$ cat src/verilog/psm_pkg.sv
`default_nettype none
package psm_pkg;
   // ------------------------------------------------------------------
   // Power states
   // ------------------------------------------------------------------
   typedef enum logic [2:0] {
      PSM_FULL_RUN    = 3'b000,
      PSM_IDLE_SLOW   = 3'b001,
      PSM_DISPLAY_OFF = 3'b010,
      PSM_SUSPENDED   = 3'b011,
      PSM_POWERED_OFF = 3'b100
   } psm_state_e;

   // ------------------------------------------------------------------
   // Register indices (byte address is four times the index)
   // ------------------------------------------------------------------
   localparam logic [7:0] IDX_STATE       = 8'hc0;
   localparam logic [7:0] IDX_COMMAND     = 8'hc1;
   localparam logic [7:0] IDX_CONTROL     = 8'hc2;
   localparam logic [7:0] IDX_ACT_MASK    = 8'hc8;
   localparam logic [7:0] IDX_IRQ_STATUS  = 8'hc9;
   localparam logic [7:0] IDX_IRQ_MASK    = 8'hca;
   localparam logic [7:0] IDX_IDLE_TIMER  = 8'hcc;
   localparam logic [7:0] IDX_DISP_TIMER  = 8'hcd;
   localparam logic [7:0] IDX_SUSP_TIMER  = 8'hce;
   localparam logic [7:0] IDX_RESUME_DLY  = 8'hdd;

   // ------------------------------------------------------------------
   // Field positions
   // ------------------------------------------------------------------
   localparam int CTL_RING_LSB  = 0;
   localparam int CTL_GOV_EN    = 4;
   localparam int CTL_IDLE_HALT = 5;
   localparam int CTL_LCD_FLOAT = 6;
   localparam int CMD_SUSPEND   = 0;
   localparam int CMD_OFF       = 1;
   localparam int EV_IDLE       = 0;
   localparam int EV_BUTTON     = 1;
   localparam int EV_BATT_CRIT  = 2;
   localparam int EV_BATT_CAUT  = 3;
   localparam int EV_RESUMED    = 4;
   localparam int EV_ACTIVITY   = 5;

   // ------------------------------------------------------------------
   // Reset values
   // ------------------------------------------------------------------
   localparam logic [7:0] CONTROL_RST  = 8'h00;
   localparam logic [7:0] ACT_MASK_RST = 8'hff;
   localparam logic [7:0] TIMER_RST    = 8'h00;
   localparam logic [7:0] RESUME_RST   = 8'h00;

   // ------------------------------------------------------------------
   // Timing
   // ------------------------------------------------------------------
   localparam int CLK_PERIOD_NS = 10;
   localparam int MS_NS         = 1000000;
   localparam int CYC_PER_MS    = MS_NS / CLK_PERIOD_NS;
   localparam int MS_PER_SEC    = 1000;
   localparam int SEC_PER_MIN   = 60;
   localparam logic [6:0] BUTTON_HOLD_MS = 7'd60;
   localparam logic [7:0] RESUME_MAX_MS  = 8'd250;
   localparam logic [2:0] GOV_HOLD_MS    = 3'd4;
endpackage : psm_pkg
`default_nettype wire

$ cat src/verilog/psm_tick_if.sv
`default_nettype none
interface psm_tick_if;
   logic ms;
   logic sec;
   logic min;
   modport src (output ms, output sec, output min);
   modport dst (input ms, input sec, input min);
endinterface : psm_tick_if
`default_nettype wire

$ cat src/verilog/psm_power_state_manager.sv
// Operation
// - Exactly five power states: full-run, idle-slow, display-off, suspended, powered-off.
// - Full-run runs at full clock unless the governor slows it, with all activities enabled.
// - Idle-slow slows or halts the clock; entry timer in seconds at index CCH.
// - Display-off turns the display off; entry timer in minutes at index CDH.
// - Suspended stops oscillator, self-refreshes memory; entry timer minutes at CEH.
// - Powered-off stops oscillator and refresh; lowest power.
// - State timer expiring without activity moves to the next lower state.
// - Timer expiry may slow the clock or raise an idle interrupt.
// - A mask per activity gates interrupts and state changes.
// - Clock governor watches activity and lowers or raises the clock rate.
// - CPU clock runs at normal or reduced speed under manager control.
// - Separate power outputs; bias and LCD outputs can float.
// - Writable registers hold timers, pin control settings and activity masks.
// - Button low over 60 ms then high resumes from suspend, interrupts when awake, is ignored in powered-off.
// - Programmed count of ring rising edges resumes from suspended or off.
// - System power output asserts at the start of every resume.
// - After power good, wait programmed 0 to 250 ms before resuming.
//
// The APB slave port was decided locally.
`default_nettype none
module psm_power_state_manager
   import psm_pkg::*;
#(
   parameter int CYC_MS = CYC_PER_MS,
   parameter int MS_SEC = MS_PER_SEC,
   parameter int SEC_MIN = SEC_PER_MIN
) (
   // Clock, reset, enable
   input wire logic pclk,
   input wire logic presetn,
   input wire logic ce,
   // APB slave
   input wire logic [11:0] paddr,
   input wire logic psel,
   input wire logic penable,
   input wire logic pwrite,
   input wire logic [31:0] pwdata,
   output logic [31:0] prdata,
   output logic pready,
   output logic pslverr,
   // Activity strobes from on-chip logic
   input wire logic [7:0] activity_in,
   // Pins
   input wire logic power_button_in,
   input wire logic system_power_good_in,
   input wire logic battery_critical_in,
   input wire logic battery_caution_in,
   input wire logic ring_wake_in,
   input wire logic main_reset_in,
   // Power switches
   output logic system_power_out,
   output logic memory_power_out,
   output logic lcd_bias_power_out,
   output logic lcd_bias_power_oe,
   output logic lcd_power_out,
   output logic lcd_power_oe,
   // Clock and oscillator control
   output logic cpu_clk_slow,
   output logic cpu_clk_halt,
   output logic osc_stop,
   output logic self_refresh,
   // Status
   output logic [2:0] power_state,
   output logic irq
);
   typedef struct packed {
      logic [5:0] sy1;
      logic [5:0] sy2;
      logic [5:0] sy3;
      logic pready;
      logic pslverr;
      logic [31:0] prdata;
      logic [7:0] ctrl;
      logic [7:0] act_mask;
      logic [7:0] irq_st;
      logic [7:0] irq_mask;
      logic [7:0] t_idle;
      logic [7:0] t_disp;
      logic [7:0] t_susp;
      logic [7:0] resume_ms;
      psm_state_e st;
      logic resuming;
      logic [7:0] dly;
      logic [7:0] tmr;
      logic [6:0] btn_ms;
      logic [3:0] ring_cnt;
      logic [2:0] gov_ms;
      logic slow;
      logic halt;
      logic irq;
      logic sys_pwr;
      logic mem_pwr;
      logic bias_pwr;
      logic bias_oe;
      logic lcd_pwr;
      logic lcd_oe;
      logic osc_stop;
      logic refresh;
   } psm_core_s;

   localparam psm_core_s CORE_RST = '{ctrl: CONTROL_RST, act_mask: ACT_MASK_RST, t_idle: TIMER_RST,
      t_disp: TIMER_RST, t_susp: TIMER_RST, resume_ms: RESUME_RST, st: PSM_FULL_RUN,
      sys_pwr: 1'b1, mem_pwr: 1'b1, bias_pwr: 1'b1, bias_oe: 1'b1, lcd_pwr: 1'b1, lcd_oe: 1'b1,
      sy1: 6'h21, sy2: 6'h21, sy3: 6'h21, default: '0};

   // ------------------------------------------------------------------
   // Decode
   // ------------------------------------------------------------------
   function automatic logic psm_mapped(input logic [11:0] a);
      logic [7:0] i;
      i = a[9:2];
      psm_mapped = (a[11:10] == 2'b00) && (a[1:0] == 2'b00) &&
         ((i == IDX_STATE) || (i == IDX_COMMAND) || (i == IDX_CONTROL) || (i == IDX_ACT_MASK) ||
          (i == IDX_IRQ_STATUS) || (i == IDX_IRQ_MASK) || (i == IDX_IDLE_TIMER) ||
          (i == IDX_DISP_TIMER) || (i == IDX_SUSP_TIMER) || (i == IDX_RESUME_DLY));
   endfunction

   function automatic logic psm_wr(input logic [11:0] a, input logic [7:0] idx, input logic go);
      psm_wr = go && psm_mapped(a) && (a[9:2] == idx);
   endfunction

   psm_tick_if tk ();

   psm_tick_gen #(
      .CYC_MS(CYC_MS),
      .MS_SEC(MS_SEC),
      .SEC_MIN(SEC_MIN)
   ) u_tick (
      .pclk(pclk),
      .presetn(presetn),
      .ce(ce),
      .tick(tk)
   );

   psm_core_s q;
   psm_core_s d;

   logic acc;
   logic wr_go;
   logic act;
   logic unit;
   logic expire;
   logic btn_release;
   logic ring_rise;
   logic awake;
   logic [7:0] lim;
   logic [7:0] rd_val;
   logic [7:0] ev;
   logic [7:0] dly_lim;
   logic [7:0] w1c;
   logic [1:0] cmd;

   // ------------------------------------------------------------------
   // Next state
   // ------------------------------------------------------------------
   always_comb begin
      d = q;
      ev = '0;
      // Only the second stage is looked at; sy3 is its delayed copy for edges
      d.sy1 = {main_reset_in, ring_wake_in, battery_caution_in, battery_critical_in,
               system_power_good_in, power_button_in};
      d.sy2 = q.sy1;
      d.sy3 = q.sy2;
      act = |(activity_in & q.act_mask);
      awake = (q.st == PSM_FULL_RUN) || (q.st == PSM_IDLE_SLOW) || (q.st == PSM_DISPLAY_OFF);

      // APB: one wait state; read data lands on the edge that raises pready, write data on the edge after it
      acc = psel && penable;
      wr_go = acc && q.pready && pwrite;
      d.pready = acc && !q.pready;
      d.pslverr = 1'b0;
      d.prdata = '0;
      case (paddr[9:2])
         IDX_STATE: rd_val = {4'h0, q.resuming, q.st};
         IDX_CONTROL: rd_val = q.ctrl;
         IDX_ACT_MASK: rd_val = q.act_mask;
         IDX_IRQ_STATUS: rd_val = q.irq_st;
         IDX_IRQ_MASK: rd_val = q.irq_mask;
         IDX_IDLE_TIMER: rd_val = q.t_idle;
         IDX_DISP_TIMER: rd_val = q.t_disp;
         IDX_SUSP_TIMER: rd_val = q.t_susp;
         IDX_RESUME_DLY: rd_val = q.resume_ms;
         default: rd_val = 8'h00;
      endcase
      if (acc && !q.pready) begin
         d.pslverr = !psm_mapped(paddr);
         if (!pwrite && psm_mapped(paddr)) begin
            d.prdata = {24'h000000, rd_val};
         end
      end
      if (psm_wr(paddr, IDX_CONTROL, wr_go)) d.ctrl = pwdata[7:0];
      if (psm_wr(paddr, IDX_ACT_MASK, wr_go)) d.act_mask = pwdata[7:0];
      if (psm_wr(paddr, IDX_IRQ_MASK, wr_go)) d.irq_mask = pwdata[7:0];
      if (psm_wr(paddr, IDX_IDLE_TIMER, wr_go)) d.t_idle = pwdata[7:0];
      if (psm_wr(paddr, IDX_DISP_TIMER, wr_go)) d.t_disp = pwdata[7:0];
      if (psm_wr(paddr, IDX_SUSP_TIMER, wr_go)) d.t_susp = pwdata[7:0];
      if (psm_wr(paddr, IDX_RESUME_DLY, wr_go)) d.resume_ms = pwdata[7:0];
      w1c = psm_wr(paddr, IDX_IRQ_STATUS, wr_go) ? pwdata[7:0] : 8'h00;
      cmd = psm_wr(paddr, IDX_COMMAND, wr_go) ? pwdata[1:0] : 2'b00;

      // Power button: count whole ms held low, saturating just past the hold time
      btn_release = q.sy2[0] && !q.sy3[0] && (q.btn_ms > BUTTON_HOLD_MS);
      if (q.sy2[0]) begin
         d.btn_ms = '0;
      end else if (tk.ms && (q.btn_ms <= BUTTON_HOLD_MS)) begin
         d.btn_ms = q.btn_ms + 7'd1;
      end
      ring_rise = q.sy2[4] && !q.sy3[4];
      ev[EV_BATT_CRIT] = q.sy2[2] && !q.sy3[2];
      ev[EV_BATT_CAUT] = q.sy2[3] && !q.sy3[3] && awake;
      ev[EV_BUTTON] = btn_release && awake;
      ev[EV_ACTIVITY] = act && awake;

      // State timer: seconds in full-run, minutes further down
      unit = (q.st == PSM_FULL_RUN) ? tk.sec : tk.min;
      case (q.st)
         PSM_FULL_RUN: lim = q.t_idle;
         PSM_IDLE_SLOW: lim = q.t_disp;
         PSM_DISPLAY_OFF: lim = q.t_susp;
         default: lim = 8'h00;
      endcase
      expire = unit && !act && (lim != 8'h00) && (q.tmr >= lim - 8'd1);
      if (act || expire) begin
         d.tmr = '0;
      end else if (unit && (q.tmr != 8'hff)) begin
         d.tmr = q.tmr + 8'd1;
      end

      // Power state sequencing
      dly_lim = (q.resume_ms > RESUME_MAX_MS) ? RESUME_MAX_MS : q.resume_ms;
      case (q.st)
         PSM_FULL_RUN: begin
            if (expire) begin
               d.st = PSM_IDLE_SLOW;
               ev[EV_IDLE] = 1'b1;
            end
         end
         PSM_IDLE_SLOW: begin
            if (act) d.st = PSM_FULL_RUN;
            else if (expire) d.st = PSM_DISPLAY_OFF;
         end
         PSM_DISPLAY_OFF: begin
            if (act) d.st = PSM_FULL_RUN;
            else if (expire) d.st = PSM_SUSPENDED;
         end
         PSM_SUSPENDED, PSM_POWERED_OFF: begin
            if (ring_rise && (q.ctrl[CTL_RING_LSB +: 4] != 4'h0)) d.ring_cnt = q.ring_cnt + 4'd1;
            if (!q.resuming) begin
               if ((ring_rise && (q.ring_cnt + 4'd1 == q.ctrl[CTL_RING_LSB +: 4]) &&
                    (q.ctrl[CTL_RING_LSB +: 4] != 4'h0)) ||
                   (btn_release && (q.st == PSM_SUSPENDED))) begin
                  d.resuming = 1'b1;
                  d.dly = '0;
               end
            end else if (q.sy2[1]) begin
               if (q.dly >= dly_lim) begin
                  d.st = PSM_FULL_RUN;
                  d.resuming = 1'b0;
                  d.ring_cnt = '0;
                  ev[EV_RESUMED] = 1'b1;
               end else if (tk.ms) begin
                  d.dly = q.dly + 8'd1;
               end
            end
         end
         default: d.st = PSM_FULL_RUN;
      endcase
      if (awake && cmd[CMD_OFF]) begin
         d.st = PSM_POWERED_OFF;
      end else if (awake && cmd[CMD_SUSPEND]) begin
         d.st = PSM_SUSPENDED;
      end
      if (d.st != q.st) begin
         d.tmr = '0;
      end
      // External main reset forces a fresh full-run start
      if (!q.sy2[5]) begin
         d.st = PSM_FULL_RUN;
         d.resuming = 1'b0;
         d.tmr = '0;
         d.ring_cnt = '0;
      end

      // Clock governor; it only steers the clock in full-run
      if (act || !q.ctrl[CTL_GOV_EN]) begin
         d.gov_ms = '0;
      end else if (tk.ms && (q.gov_ms != GOV_HOLD_MS)) begin
         d.gov_ms = q.gov_ms + 3'd1;
      end
      case (d.st)
         PSM_FULL_RUN: begin
            d.slow = q.ctrl[CTL_GOV_EN] && !act && (d.gov_ms == GOV_HOLD_MS);
            d.halt = 1'b0;
         end
         PSM_IDLE_SLOW: begin
            d.slow = 1'b1;
            d.halt = q.ctrl[CTL_IDLE_HALT];
         end
         default: begin
            d.slow = 1'b1;
            d.halt = 1'b1;
         end
      endcase

      // Status: an event in the clearing cycle stays set
      d.irq_st = (q.irq_st & ~w1c) | ev;
      d.irq = |(d.irq_st & d.irq_mask);

      // Power pins follow the next state so they switch with it
      d.sys_pwr = (d.st != PSM_SUSPENDED && d.st != PSM_POWERED_OFF) || d.resuming;
      d.mem_pwr = (d.st != PSM_POWERED_OFF);
      d.bias_pwr = (d.st == PSM_FULL_RUN) || (d.st == PSM_IDLE_SLOW);
      d.lcd_pwr = d.bias_pwr;
      // Floating the off outputs lets an external pull decide the rail
      d.bias_oe = d.bias_pwr || !d.ctrl[CTL_LCD_FLOAT];
      d.lcd_oe = d.bias_oe;
      d.osc_stop = (d.st == PSM_SUSPENDED || d.st == PSM_POWERED_OFF) && !d.resuming;
      d.refresh = (d.st == PSM_SUSPENDED);
   end

   always_ff @(posedge pclk or negedge presetn) begin
      if (!presetn) begin
         q <= CORE_RST;
      end else if (ce) begin
         q <= d;
      end
   end

   // ------------------------------------------------------------------
   // Outputs
   // ------------------------------------------------------------------
   assign prdata = q.prdata;
   assign pready = q.pready;
   assign pslverr = q.pslverr;
   assign system_power_out = q.sys_pwr;
   assign memory_power_out = q.mem_pwr;
   assign lcd_bias_power_out = q.bias_pwr;
   assign lcd_bias_power_oe = q.bias_oe;
   assign lcd_power_out = q.lcd_pwr;
   assign lcd_power_oe = q.lcd_oe;
   assign cpu_clk_slow = q.slow;
   assign cpu_clk_halt = q.halt;
   assign osc_stop = q.osc_stop;
   assign self_refresh = q.refresh;
   assign power_state = q.st;
   assign irq = q.irq;
endmodule : psm_power_state_manager
`default_nettype wire

$ cat src/verilog/psm_tick_gen.sv
`default_nettype none
module psm_tick_gen
   import psm_pkg::*;
#(
   parameter int CYC_MS = CYC_PER_MS,
   parameter int MS_SEC = MS_PER_SEC,
   parameter int SEC_MIN = SEC_PER_MIN
) (
   // Clock and reset
   input wire logic pclk,
   input wire logic presetn,
   input wire logic ce,
   // Time base
   psm_tick_if.src tick
);
   typedef struct packed {
      logic [31:0] cyc;
      logic [31:0] ms;
      logic [31:0] sec;
      logic p_ms;
      logic p_sec;
      logic p_min;
   } psm_tick_s;

   psm_tick_s q;
   psm_tick_s d;

   always_comb begin
      d = q;
      d.p_ms = 1'b0;
      d.p_sec = 1'b0;
      d.p_min = 1'b0;
      if (q.cyc >= 32'(CYC_MS - 1)) begin
         d.cyc = '0;
         d.p_ms = 1'b1;
         if (q.ms >= 32'(MS_SEC - 1)) begin
            d.ms = '0;
            d.p_sec = 1'b1;
            if (q.sec >= 32'(SEC_MIN - 1)) begin
               d.sec = '0;
               d.p_min = 1'b1;
            end else begin
               d.sec = q.sec + 32'd1;
            end
         end else begin
            d.ms = q.ms + 32'd1;
         end
      end else begin
         d.cyc = q.cyc + 32'd1;
      end
   end

   always_ff @(posedge pclk or negedge presetn) begin
      if (!presetn) begin
         q <= '0;
      end else if (ce) begin
         q <= d;
      end
   end

   assign tick.ms = q.p_ms;
   assign tick.sec = q.p_sec;
   assign tick.min = q.p_min;
endmodule : psm_tick_gen
`default_nettype wire

$ cat config.mk
export PLATFORM = sky130hd
export DESIGN_NAME = psm_power_state_manager
export DESIGN_NICKNAME = d
export VERILOG_FILES = /design/src/verilog/psm_pkg.sv /design/src/verilog/psm_tick_if.sv /design/src/verilog/psm_power_state_manager.sv /design/src/verilog/psm_tick_gen.sv
export SDC_FILE = /design/constraint.sdc
export NUM_CORES = 1
export LEC_CHECK = 0
export ABC_AREA = 1
export ABC_CLOCK_PERIOD_IN_PS = 6300
export BUFFER_PORTS_ARGS = -buffer_cell sky130_fd_sc_hd__buf_2
export CAP_MARGIN = 30
export CORE_ASPECT_RATIO = 0.75
export CORE_MARGIN = 8
export CORE_UTILIZATION = 35
export DETAILED_ROUTE_END_ITERATION = 10
export PLACE_DENSITY_LB_ADDON = 0.1
export RECOVER_POWER = 25
export SETUP_SLACK_MARGIN = 0.3
export SLEW_MARGIN = 20
export SYNTH_ARGS = -nofsm -noshare
export SYNTH_HDL_FRONTEND = slang
export SYNTH_SLANG_ARGS = --single-unit
export TNS_END_PERCENT = 20
$ cat constraint.sdc
create_clock -name pclk -period 6.3 [get_ports pclk]
set_clock_uncertainty 0.2 [all_clocks]
set_input_delay 1.26 -clock pclk [delete_from_list [all_inputs] [get_ports pclk]]
set_output_delay 1.26 -clock pclk [all_outputs]
set_load 0.02 [all_outputs]
==> impl_metrics.tcl, run 1 <==
set metrics [dict create \
    outcome "finished, violations left" \
    violations "capacitance limit, slew limit" \
    grt_max_degree 125 \
    synthCells 1441 \
    path_max_fanout 16 \
    drt-initial-drc-count 667 \
    cts.clk_slew.worst_paths_ns 0.06 \
    slew_viol_final 124 \
    coreArea_sq_um 33500 \
    critPathKind "register to register" \
    cts.sinks 232 \
    max_freq_mhz 207 \
    ys.flop_type "dfrtp_1" \
    synth_top_family_by_area "simple AND/OR/NAND/NOR gates" \
    period_needed_ns 4.83 \
    setup_viol 0 \
    yosys.area_share.simple_pct 23.5 \
    numCtsBuffers 25 \
    worst_pin_slew_ns 3.27 \
    die_w_microns 229 \
    mostFrequentLayoutCells "nand2_1 (288), dfrtp_1 (215), inv_1 (213)" \
    worstHoldPathCells 2 \
    io_pins 112 \
    wl_per_cell_microns 15.9 \
    reg2reg_from "power_state[0]$_DFFE_PN0P_" \
    post-route-period-util_pct 76.7 \
    synth_compound_area_share_pct 12.1 \
    drive_gt1_share_pct 11.6 \
    place_congestion 0.840 \
    worst_hold_slack_ns 0.264 \
    crit_buf_inv 3 \
    cts_resized 0 \
    drv_cap 1 \
    die_height_microns 176 \
    via_per_inst 4.76 \
    startpoint "power_state[0]$_DFFE_PN0P_" \
    ys_warn_count 0 \
    required_ns 6.56 \
    antenna_found_initial 0 \
    powerDensity_nw_per_um2 258 \
    syn_area_sq_um 11900 \
    drt-total-wl_microns 31000 \
    start_util_pct 35.5 \
    avgSynthCellArea_sq_um 8.26 \
    first_global_vias 9154 \
    die_area_sq_um 40200 \
    critical_path_cell_count 25 \
    leakagePower_uw 0.00649 \
    drcViolationCount 0 \
    crit_arrival_ns 5.09 \
    muxShareOfSynthArea_pct 0 \
    reg2reg_depth 25 \
    synth_seq_cells 232 \
    cts_buffer_depth 3 \
    cpPeakStageDelay_ns 0.76 \
    fin_tns_setup_ns 0 \
    drt_first_pass_iters 7 \
    root_buffer "clkbuf_16" \
    finalHoldViolCount 0 \
    vias 9298 \
    track_usage_pct 15.4 \
    rsz0062_at_grt "no" \
    start_kind "register" \
    ant_nets 0 \
    async_reset_ff_share_pct 100 \
    cpLargestDelayFamily "simple AND/OR/NAND/NOR gates" \
    crit_path_end_kind "register" \
    min_from "u_tick.q[31]$_DFFE_PN0P_" \
    htree_levels 1 \
    row_count 58 \
    synth-xor-area-share_pct 1.77 \
    final_nets 1579 \
    yosysSeqAreaShare_pct 48.9 \
    synth_cell_type_count 61 \
    dp_hpwl_microns 22200 \
    crit_slowest_cell "dfrtp_1" \
    postCtsSetupRepairBufs 0 \
    grt_first_pass_wirelength_microns 50900 \
    num_antenna_cells 0 \
    postCtsHoldBufs 0 \
    cts_tree "yes" \
    overflow 0 \
    area_growth_pct 11.8 \
    peakVddDrop_v 0.000162 \
    clkLatencyLatePin_ns 0.53 \
    maxSlewHeadroom_pct -118 \
    synth_fa_ha_area_share_pct 2.94 \
    hold_class "register to register" \
    final_common_cell "nand2_1" \
    port_buffers 63 \
    synth_edf_count 0 \
]
==> registers in the layout, summed over array words and instances (netlist names), 3 cells and up <==
register,cells
d,12
power_state,3
prdata,8
q,99
u_tick.q,96
==> stage by stage <==
stage / worst slack (ns) / util (%) / power [uW] / cells / instance area (sq um)
after floorplan: 2.53 / - / 1840 / 1464 / 12000
after global placement: 1.53 / 37.2 / 1930 / 1910 / 12500
after detailed placement: 1.51 / 37.2 / 1940 / 1910 / 12500
after CTS: 1.46 / 39.7 / 3500 / 1954 / 13300
after global routing: 0.991 / 39.7 / 3600 / 1954 / 13300
final: 1.47 / 39.7 / 3430 / 1954 / 13300
==> worst min-delay path: cells and delay by family, from the launching register on <==
family,cells,cell delay (ns)
buffers and inverters,1,0.04
DFF,1,0.34
and+or+nand+nor,1,0.05
==> power breakdown <==
part / leakage (uW) / switching, uW / total [uW] / internal, uW
registers: 0.00307 / 55.0 / 1620 / 1570
clock network: 0.000413 / 603 / 1520 / 921
logic: 0.00301 / 198 / 287 / 88.4
==> Yosys cell counts, drive strengths merged (7+ instances only) <==
cell / instances / share of area, %
nand2: 300 / 9.9
inv: 218 / 6.9
dfrtp: 215 / 45
nor2: 153 / 5.4
o21ai: 144 / 6.2
nand3: 63 / 3.1
buf: 53 / 3.2
a21oi: 50 / 2.1
nor3: 35 / 1.7
nand4: 32 / 1.7
ha: 28 / 2.9
clkbuf: 19 / 0.60
dfstp: 17 / 3.8
o22ai: 16 / 0.84
xor2: 14 / 1.0
nor4: 12 / 0.63
xnor2: 10 / 0.74
a31oi: 7 / 0.37
==> final timing paths <==
kind	end	slack (ns)
hold reg to reg	u_tick.q[31]$_DFFE_PN0P_	0.26
min in group asynchronous	prdata[6]$_DFFE_PN0P_	1.63
setup / recovery	q[27]$_DFFE_PN0P_	1.47
max in group asynchronous	u_tick.q[91]$_DFFE_PN0P_	2.40
hold / removal	u_tick.q[31]$_DFFE_PN0P_	0.26
setup reg to reg	q[27]$_DFFE_PN0P_	1.47
==> cell type report <==
type,instances,area (sq um)
Multi-Input combinational cell,941,4890
Clock inverter,7,113
Timing Repair Buffer,68,368
Sequential cell,232,5830
Clock buffer,37,731
Fill cell,3475,20200
Tap cell,450,563
Inverter,219,825
==> per-layer routing <==
layer | wire, microns | part of all wire, % | track usage, %
met1 | 16400 | 53 | 24.1
met2 | 12500 | 40 | 22.0
met3 | 1720 | 5.5 | 3.05
met4 | 327 | 1.1 | 2.09
met5 | 0 | 0 | 0
==> kinds of logic after synthesis <==
| family | Yosys count |
|---|---|
| adders and majority gates | 28 |
| and+or+nand+nor | 612 |
| other | 1 |
| AOI/OAI and AO/OA | 253 |
| DFF | 232 |
| xor gates and xnor gates | 24 |
| buffers and inverters | 291 |
(Power assumes the default switching activity.)
==> run 2: changes to the inputs <==
--- a/config.mk
+++ b/config.mk
@@ -6,7 +6,7 @@
 export NUM_CORES = 1
 export LEC_CHECK = 0
 export ABC_AREA = 1
-export ABC_CLOCK_PERIOD_IN_PS = 6300
+export ABC_CLOCK_PERIOD_IN_PS = 4400
 export BUFFER_PORTS_ARGS = -buffer_cell sky130_fd_sc_hd__buf_2
 export CAP_MARGIN = 30
 export CORE_ASPECT_RATIO = 0.75
==> constraint.sdc (replaced) <==
create_clock -name pclk -period 4.4 [get_ports pclk]
set_clock_uncertainty 0.2 [all_clocks]
set_input_delay 0.88 -clock pclk [delete_from_list [all_inputs] [get_ports pclk]]
set_output_delay 0.88 -clock pclk [all_outputs]
set_load 0.02 [all_outputs]
==> run 2 against run 1 <==
The run still ends with capacitance limit, slew limit left. Worst hold slack worse by 0.0018 ns. Utilization up 1.4 points. Fmax is 25% higher. Die area is the same. Wire length up 1.8%. First-iteration DRC count grew 15%. Clock power rose by 53%. Final area up 3.6%. Flip-flop and latch count unchanged. Via count is 2.0% higher. Largest power group unchanged. Combinational power is 46% higher. Cell count grew 1.8%.
==> impl_metrics.tcl, run 2 (synthesis gave the netlist of run 1 again) <==
set metrics [dict create \
    slew_viol_final 70 \
    largest_reg_flops 99 \
    drt-total-wl_microns 31500 \
    cts_buffer_depth 3 \
    area_growth_pct 15.9 \
    row_count 58 \
    cpPeakStageDelay_ns 0.46 \
    layout.cells.non_filler 1990 \
    crit_slowest_cell "dfrtp_2" \
    die_w_microns 229 \
    numCtsBuffers 26 \
    final_common_cell "nand2_1" \
    cts_tree "yes" \
    place_congestion 0.838 \
    leakagePower_uw 0.00672 \
    io_pins 112 \
    track_usage_pct 15.6 \
    hold_class "register to register" \
    mostFrequentLayoutCells "nand2_1 (281), dfrtp_1 (212), inv_1 (210)" \
    min_from "d[149]$_DFFE_PN1P_" \
    swShare_pct 24.9 \
    fin_tns_setup_ns 0 \
    outcome "finished, violations left" \
    post-place-cells 1926 \
    die_height_microns 176 \
    rsz0062_at_grt "yes" \
    start_util_pct 35.5 \
    peakVddDrop_v 0.000236 \
    clkLatencyLatePin_ns 0.54 \
    dp_hpwl_microns 22900 \
    post-route-period-util_pct 87.6 \
    path_max_fanout 8 \
    cts.sinks 232 \
    maxSlewHeadroom_pct -23.9 \
    period_needed_ns 3.86 \
    drive_gt1_share_pct 15.3 \
    worst_pin_slew_ns 1.86 \
    powerDensity_nw_per_um2 368 \
    grt_max_degree 70 \
    root_buffer "clkbuf_16" \
    p_seq_share_pct 45.8 \
    start_kind "register" \
    grt_first_pass_wirelength_microns 51500 \
    port_buffers 63 \
    violations "capacitance limit, slew limit" \
    ant_nets 0 \
    crit_path_end_kind "register" \
    power_frac_comb_pct 8.3 \
    reg2reg_from "power_state[1]$_DFFE_PN0P_" \
    area.sequential_sq_um 5830 \
    critPathKind "register to register" \
    drcViolationCount 0 \
    cts.clk_slew.worst_paths_ns 0.06 \
    wl_per_cell_microns 15.8 \
    die_area_sq_um 40200 \
    startpoint "power_state[1]$_DFFE_PN0P_" \
    via_per_inst 4.77 \
    coreArea_sq_um 33500 \
    num-fill-cells 3467 \
    max_freq_mhz 259 \
    vias 9484 \
    top_register "q" \
    final_nets 1612 \
    p_clk_share_pct 45.9 \
    htree_levels 1 \
    overflow 0 \
    drv_cap 1 \
    first_global_vias 9256 \
    power.internal_uw 3810 \
    num_antenna_cells 0 \
    setup_viol 0 \
    switching_power_uw 1260 \
    multi_input_area_sq_um 5030 \
    finalHoldViolCount 0 \
    required_ns 4.66 \
    path_common_cell "nand3_2" \
    drt-initial-drc-count 766 \
    worst_hold_slack_ns 0.263 \
    crit_arrival_ns 4.12 \
    antenna_found_initial 2 \
    drt_first_pass_iters 5 \
]
[run 2: cell types whose count changed in the layout (fill, tap and decap cells not counted), sizes merged]
| cell | before | now |
|---|---|---|
| buf | 67 | 97 |
| clkbuf | 38 | 44 |
| clkinv | 4 | 3 |
| nand2 | 300 | 301 |
[run 2: worst max-delay path: cells and delay by family, from the launching register on]
family	cells	cell delay (ns)
XOR/XNOR	1	0.15
AND/OR/NAND/NOR	20	1.95
adder cells (fa/ha/maj)	2	0.44
flip-flops	1	0.46
buffers and inverters	5	0.49
AO/OA/AOI/OAI	1	0.07
[run 2: what timing repair did]
item                       in CTS  in global routing
hold buffers                    0                  0
pin swaps                       0                 19
cloned                          0                  1
setup endpoints to repair      13                 16
hold endpoints to repair        0                  0
resized for setup               7                 31
buffers inserted                2                 13
[run 2: power groups by stage]
stage | registers [uW] | logic, uW | clock network, uW
after detailed placement | 2360 | 422 | 0
after global routing | 2340 | 487 | 2490
after floorplan | 2350 | 284 | 0
after CTS | 2330 | 423 | 2400
final | 2330 | 419 | 2330
after global placement | 2360 | 411 | 0
[run 2: layout make-up]
| cell class | instances | share of cell area (%) |
|---|---|---|
| tap | 450 | 4.08 |
| sequential | 232 | 42.3 |
| clock buffer | 42 | 5.89 |
| clock inverter | 6 | 0.780 |
| multi-input combinational | 942 | 36.5 |
| inverter | 219 | 5.98 |
| timing repair buffer | 99 | 4.54 |
[run 2: layer usage]
metal / GRT usage [%] / share of wire (%) / vias up
met5: 0 / 0.041 / -
met4: 2.36 / 1.1 / 2
li1: - / - / 4787
met3: 3.21 / 5.7 / 31
met1: 24.2 / 52 / 4494
met2: 22.4 / 41 / 170
[run 2: through the flow]
step / power (uW) / setup WS, ns / utilization (%) / instance area [sq um]
after global routing: 5320 / 0.274 / 41.1 / 13800
after CTS: 5150 / 0.324 / 40.5 / 13600
after floorplan: 2630 / 0.630 / - / 12000
after detailed placement: 2780 / 0.0791 / 37.6 / 12600
after global placement: 2770 / 0.114 / 37.6 / 12600
final: 5070 / 0.545 / 41.1 / 13800
[run 2: worst paths after layout]
| check | endpoint | slack (ns) | cells past startpoint |
|---|---|---|---|
| max | q[29]$_DFFE_PN0P_ | 0.54 | 29 |
| min in group asynchronous | prdata[7]$_DFFE_PN0P_ | 0.63 | 1 |
| max reg2reg | q[29]$_DFFE_PN0P_ | 0.54 | 29 |
| min reg2reg | d[149]$_DFFE_PN1P_ | 0.26 | 2 |
| max in group asynchronous | q[38]$_DFFE_PN0P_ | 1.13 | 2 |
| min | d[149]$_DFFE_PN1P_ | 0.26 | 2 |
==> run 3: changes to the inputs <==
--- a/config.mk
+++ b/config.mk
@@ -6,13 +6,13 @@
 export NUM_CORES = 1
 export LEC_CHECK = 0
 export ABC_AREA = 1
-export ABC_CLOCK_PERIOD_IN_PS = 4400
+export ABC_CLOCK_PERIOD_IN_PS = 3900
 export BUFFER_PORTS_ARGS = -buffer_cell sky130_fd_sc_hd__buf_2
 export CAP_MARGIN = 30
-export CORE_ASPECT_RATIO = 0.75
 export CORE_MARGIN = 8
 export CORE_UTILIZATION = 35
 export DETAILED_ROUTE_END_ITERATION = 10
+export GPL_ROUTABILITY_DRIVEN = 0
 export PLACE_DENSITY_LB_ADDON = 0.1
 export RECOVER_POWER = 25
 export SETUP_SLACK_MARGIN = 0.3
==> constraint.sdc (replaced) <==
create_clock -name pclk -period 3.9 [get_ports pclk]
set_clock_uncertainty 0.2 [all_clocks]
set_input_delay 0.78 -clock pclk [delete_from_list [all_inputs] [get_ports pclk]]
set_output_delay 0.78 -clock pclk [all_outputs]
set_load 0.02 [all_outputs]
==> run 3 against run 2 <==
The run still ends with capacitance limit, slew limit left. Flip-flop and latch count unchanged. Cell count increased by 0.25%. Utilization increased by 0.34 points. Die area decreased by 0.15%. First-iteration DRC count decreased by 29%. Clock-buffer cell count increased by 2. Clock power increased by 18%. Worst hold slack got worse by 0.022 ns. Total power increased by 16%. Worst setup slack got worse by 0.34 ns. Sequential share of layout area decreased by 0.36 points. Critical endpoint is now system_power_out$_DFFE_PN1P_. Largest power group is now the clock network.
==> impl_metrics.tcl, run 3 (synthesis gave the netlist of run 1 again) <==
set metrics [dict create \
    met3_usage_pct 2.32 \
    layout.cells.non_filler 1995 \
    postCtsHoldBufs 0 \
    dp_hpwl_microns 23200 \
    htree_levels 1 \
    cts.sinks 232 \
    num-fill-cells 3492 \
    total_power_uw 5860 \
    peakVddDrop_v 0.000281 \
    drt-total-wl_microns 31800 \
    hold_class "primary input to register" \
    outcome "finished, violations left" \
    slew_viol_final 69 \
    drv_cap 1 \
    violations "capacitance limit, slew limit" \
    powerDensity_nw_per_um2 422 \
    period_needed_ns 3.70 \
    io_pins 112 \
    use_met2_pct 25.7 \
    num_antenna_cells 0 \
    cts_buffer_depth 3 \
    wl_per_cell_microns 15.9 \
    coreArea_sq_um 33500 \
    via_per_inst 4.76 \
    first_global_vias 9610 \
    finalHoldViolCount 0 \
    die_area_sq_um 40200 \
    drcViolationCount 0 \
    grt_first_pass_wirelength_microns 52300 \
    post-place-cells 1934 \
    mostFrequentLayoutCells "nand2_1 (276), dfrtp_1 (212), inv_1 (209)" \
    max_freq_mhz 271 \
    die_w_microns 200 \
    critPathKind "register to register" \
    final_nets 1617 \
    antenna_found_initial 2 \
    required_ns 4.17 \
    crit_arrival_ns 3.96 \
    root_buffer "clkbuf_16" \
    largest_reg_flops 99 \
    maxSlewHeadroom_pct -26.4 \
    path_max_fanout 5 \
    worst_pin_slew_ns 1.90 \
    ant_nets 0 \
    drive_gt1_share_pct 16.2 \
    post-route-period-util_pct 94.8 \
    cts_tree "yes" \
    port_buffers 63 \
    area_growth_pct 16.9 \
    start_kind "register" \
    track_usage_pct 15.8 \
    worst_hold_slack_ns 0.241 \
    row_count 67 \
    drt_first_pass_iters 7 \
    top_register "q" \
    grt-busiest-layer "met2" \
    leakagePower_uw 0.00677 \
    final_common_cell "nand2_1" \
    crit_path_end_kind "register" \
    start_util_pct 35.5 \
    setup_viol 0 \
    met1_usage_pct 21.8 \
    overflow 0 \
    die_height_microns 200 \
    clkLatencyLatePin_ns 0.54 \
    drt-initial-drc-count 547 \
    vias 9503 \
    rsz0062_at_grt "yes" \
    grt_max_degree 69 \
    numCtsBuffers 28 \
    cts.clk_slew.worst_paths_ns 0.06 \
]
==> run 3: path summary, 6_finish.rpt <==
| check | start | endpoint | slack (ns) | cells past startpoint |
|---|---|---|---|---|
| worst max-delay path | power_state[1]$_DFFE_PN0P_ | system_power_out$_DFFE_PN1P_ | 0.20 | 24 |
| worst min-delay path | main_reset_in | d[154]$_DFFE_PN1P_ | 0.24 | 3 |
| worst max register to register | power_state[1]$_DFFE_PN0P_ | system_power_out$_DFFE_PN1P_ | 0.20 | 24 |
| worst min register to register | u_tick.q[25]$_DFFE_PN0P_ | u_tick.q[25]$_DFFE_PN0P_ | 0.26 | 2 |
| max in group asynchronous | presetn | u_tick.q[84]$_DFFE_PN0P_ | 0.81 | 2 |
| min in group asynchronous | presetn | q[69]$_DFFE_PN0P_ | 0.55 | 1 |
==> run 3: layer usage <==
metal	wire length (microns)	up-vias	part of all wire [%]
met5	27	-	0.085
met4	703	4	2.2
met3	1420	58	4.5
met2	14800	161	46
met1	14900	4484	47
li1	-	4796	-
==> run 3: layout make-up <==
class / instances / area [sq um] / share of cell area (%)
clock buffer: 44 / 872 / 6.27
clock inverter: 8 / 121 / 0.872
inverter: 219 / 827 / 5.94
multi-input combinational: 942 / 5070 / 36.4
sequential: 232 / 5830 / 41.9
tap: 448 / 561 / 4.03
timing repair buffer: 102 / 632 / 4.54
==> run 3: report_power, final <==
group	total (uW)	internal, uW	switching [uW]
registers	2620	2530	88.1
clock network	2760	1730	1030
logic	487	154	333
==> run 3: timing repair <==
action,CTS,global route
buffers inserted,7,1
pin swaps,20,25
gates cloned,1,0
setup endpoints to repair,16,17
gates resized for setup,22,23
==> run 3: stage by stage <==
| stage | utilization, % | setup TNS [ns] | setup WS (ns) | cell area, sq um |
|---|---|---|---|---|
| 2_1_floorplan | - | 0 | 0.280 | 12000 |
| 3_3_place_gp | 37.9 | 0 | 0.0378 | 12700 |
| 3_5_place_dp | 37.9 | 0 | 0.00803 | 12700 |
| 4_1_cts | 41.3 | 0 | 0.187 | 13800 |
| 5_1_grt | 41.5 | -0.786 | -0.101 | 13900 |
| 6_report | 41.5 | 0 | 0.205 | 13900 |
==> run 3: worst max-delay path, cell delays in order, from the launching register on <==
cell	delay, ns
dfrtp_2	0.46
buf_6	0.13
nor3_4	0.04
inv_2	0.07
nor2_2	0.04
nor3_2	0.24
inv_1	0.08
nor3b_2	0.24
nand2_1	0.13
nor2_2	0.13
xnor2_1	0.08
ha_1	0.31
nand2_2	0.08
nor2_2	0.10
nand4_1	0.10
nand3_2	0.12
nand3_2	0.09
nand2_1	0.07
nand2_1	0.06
nand3_2	0.10
nand3_1	0.15
nor2_2	0.20
o21ai_0	0.10
buf_4	0.16
a21o_1	0.15
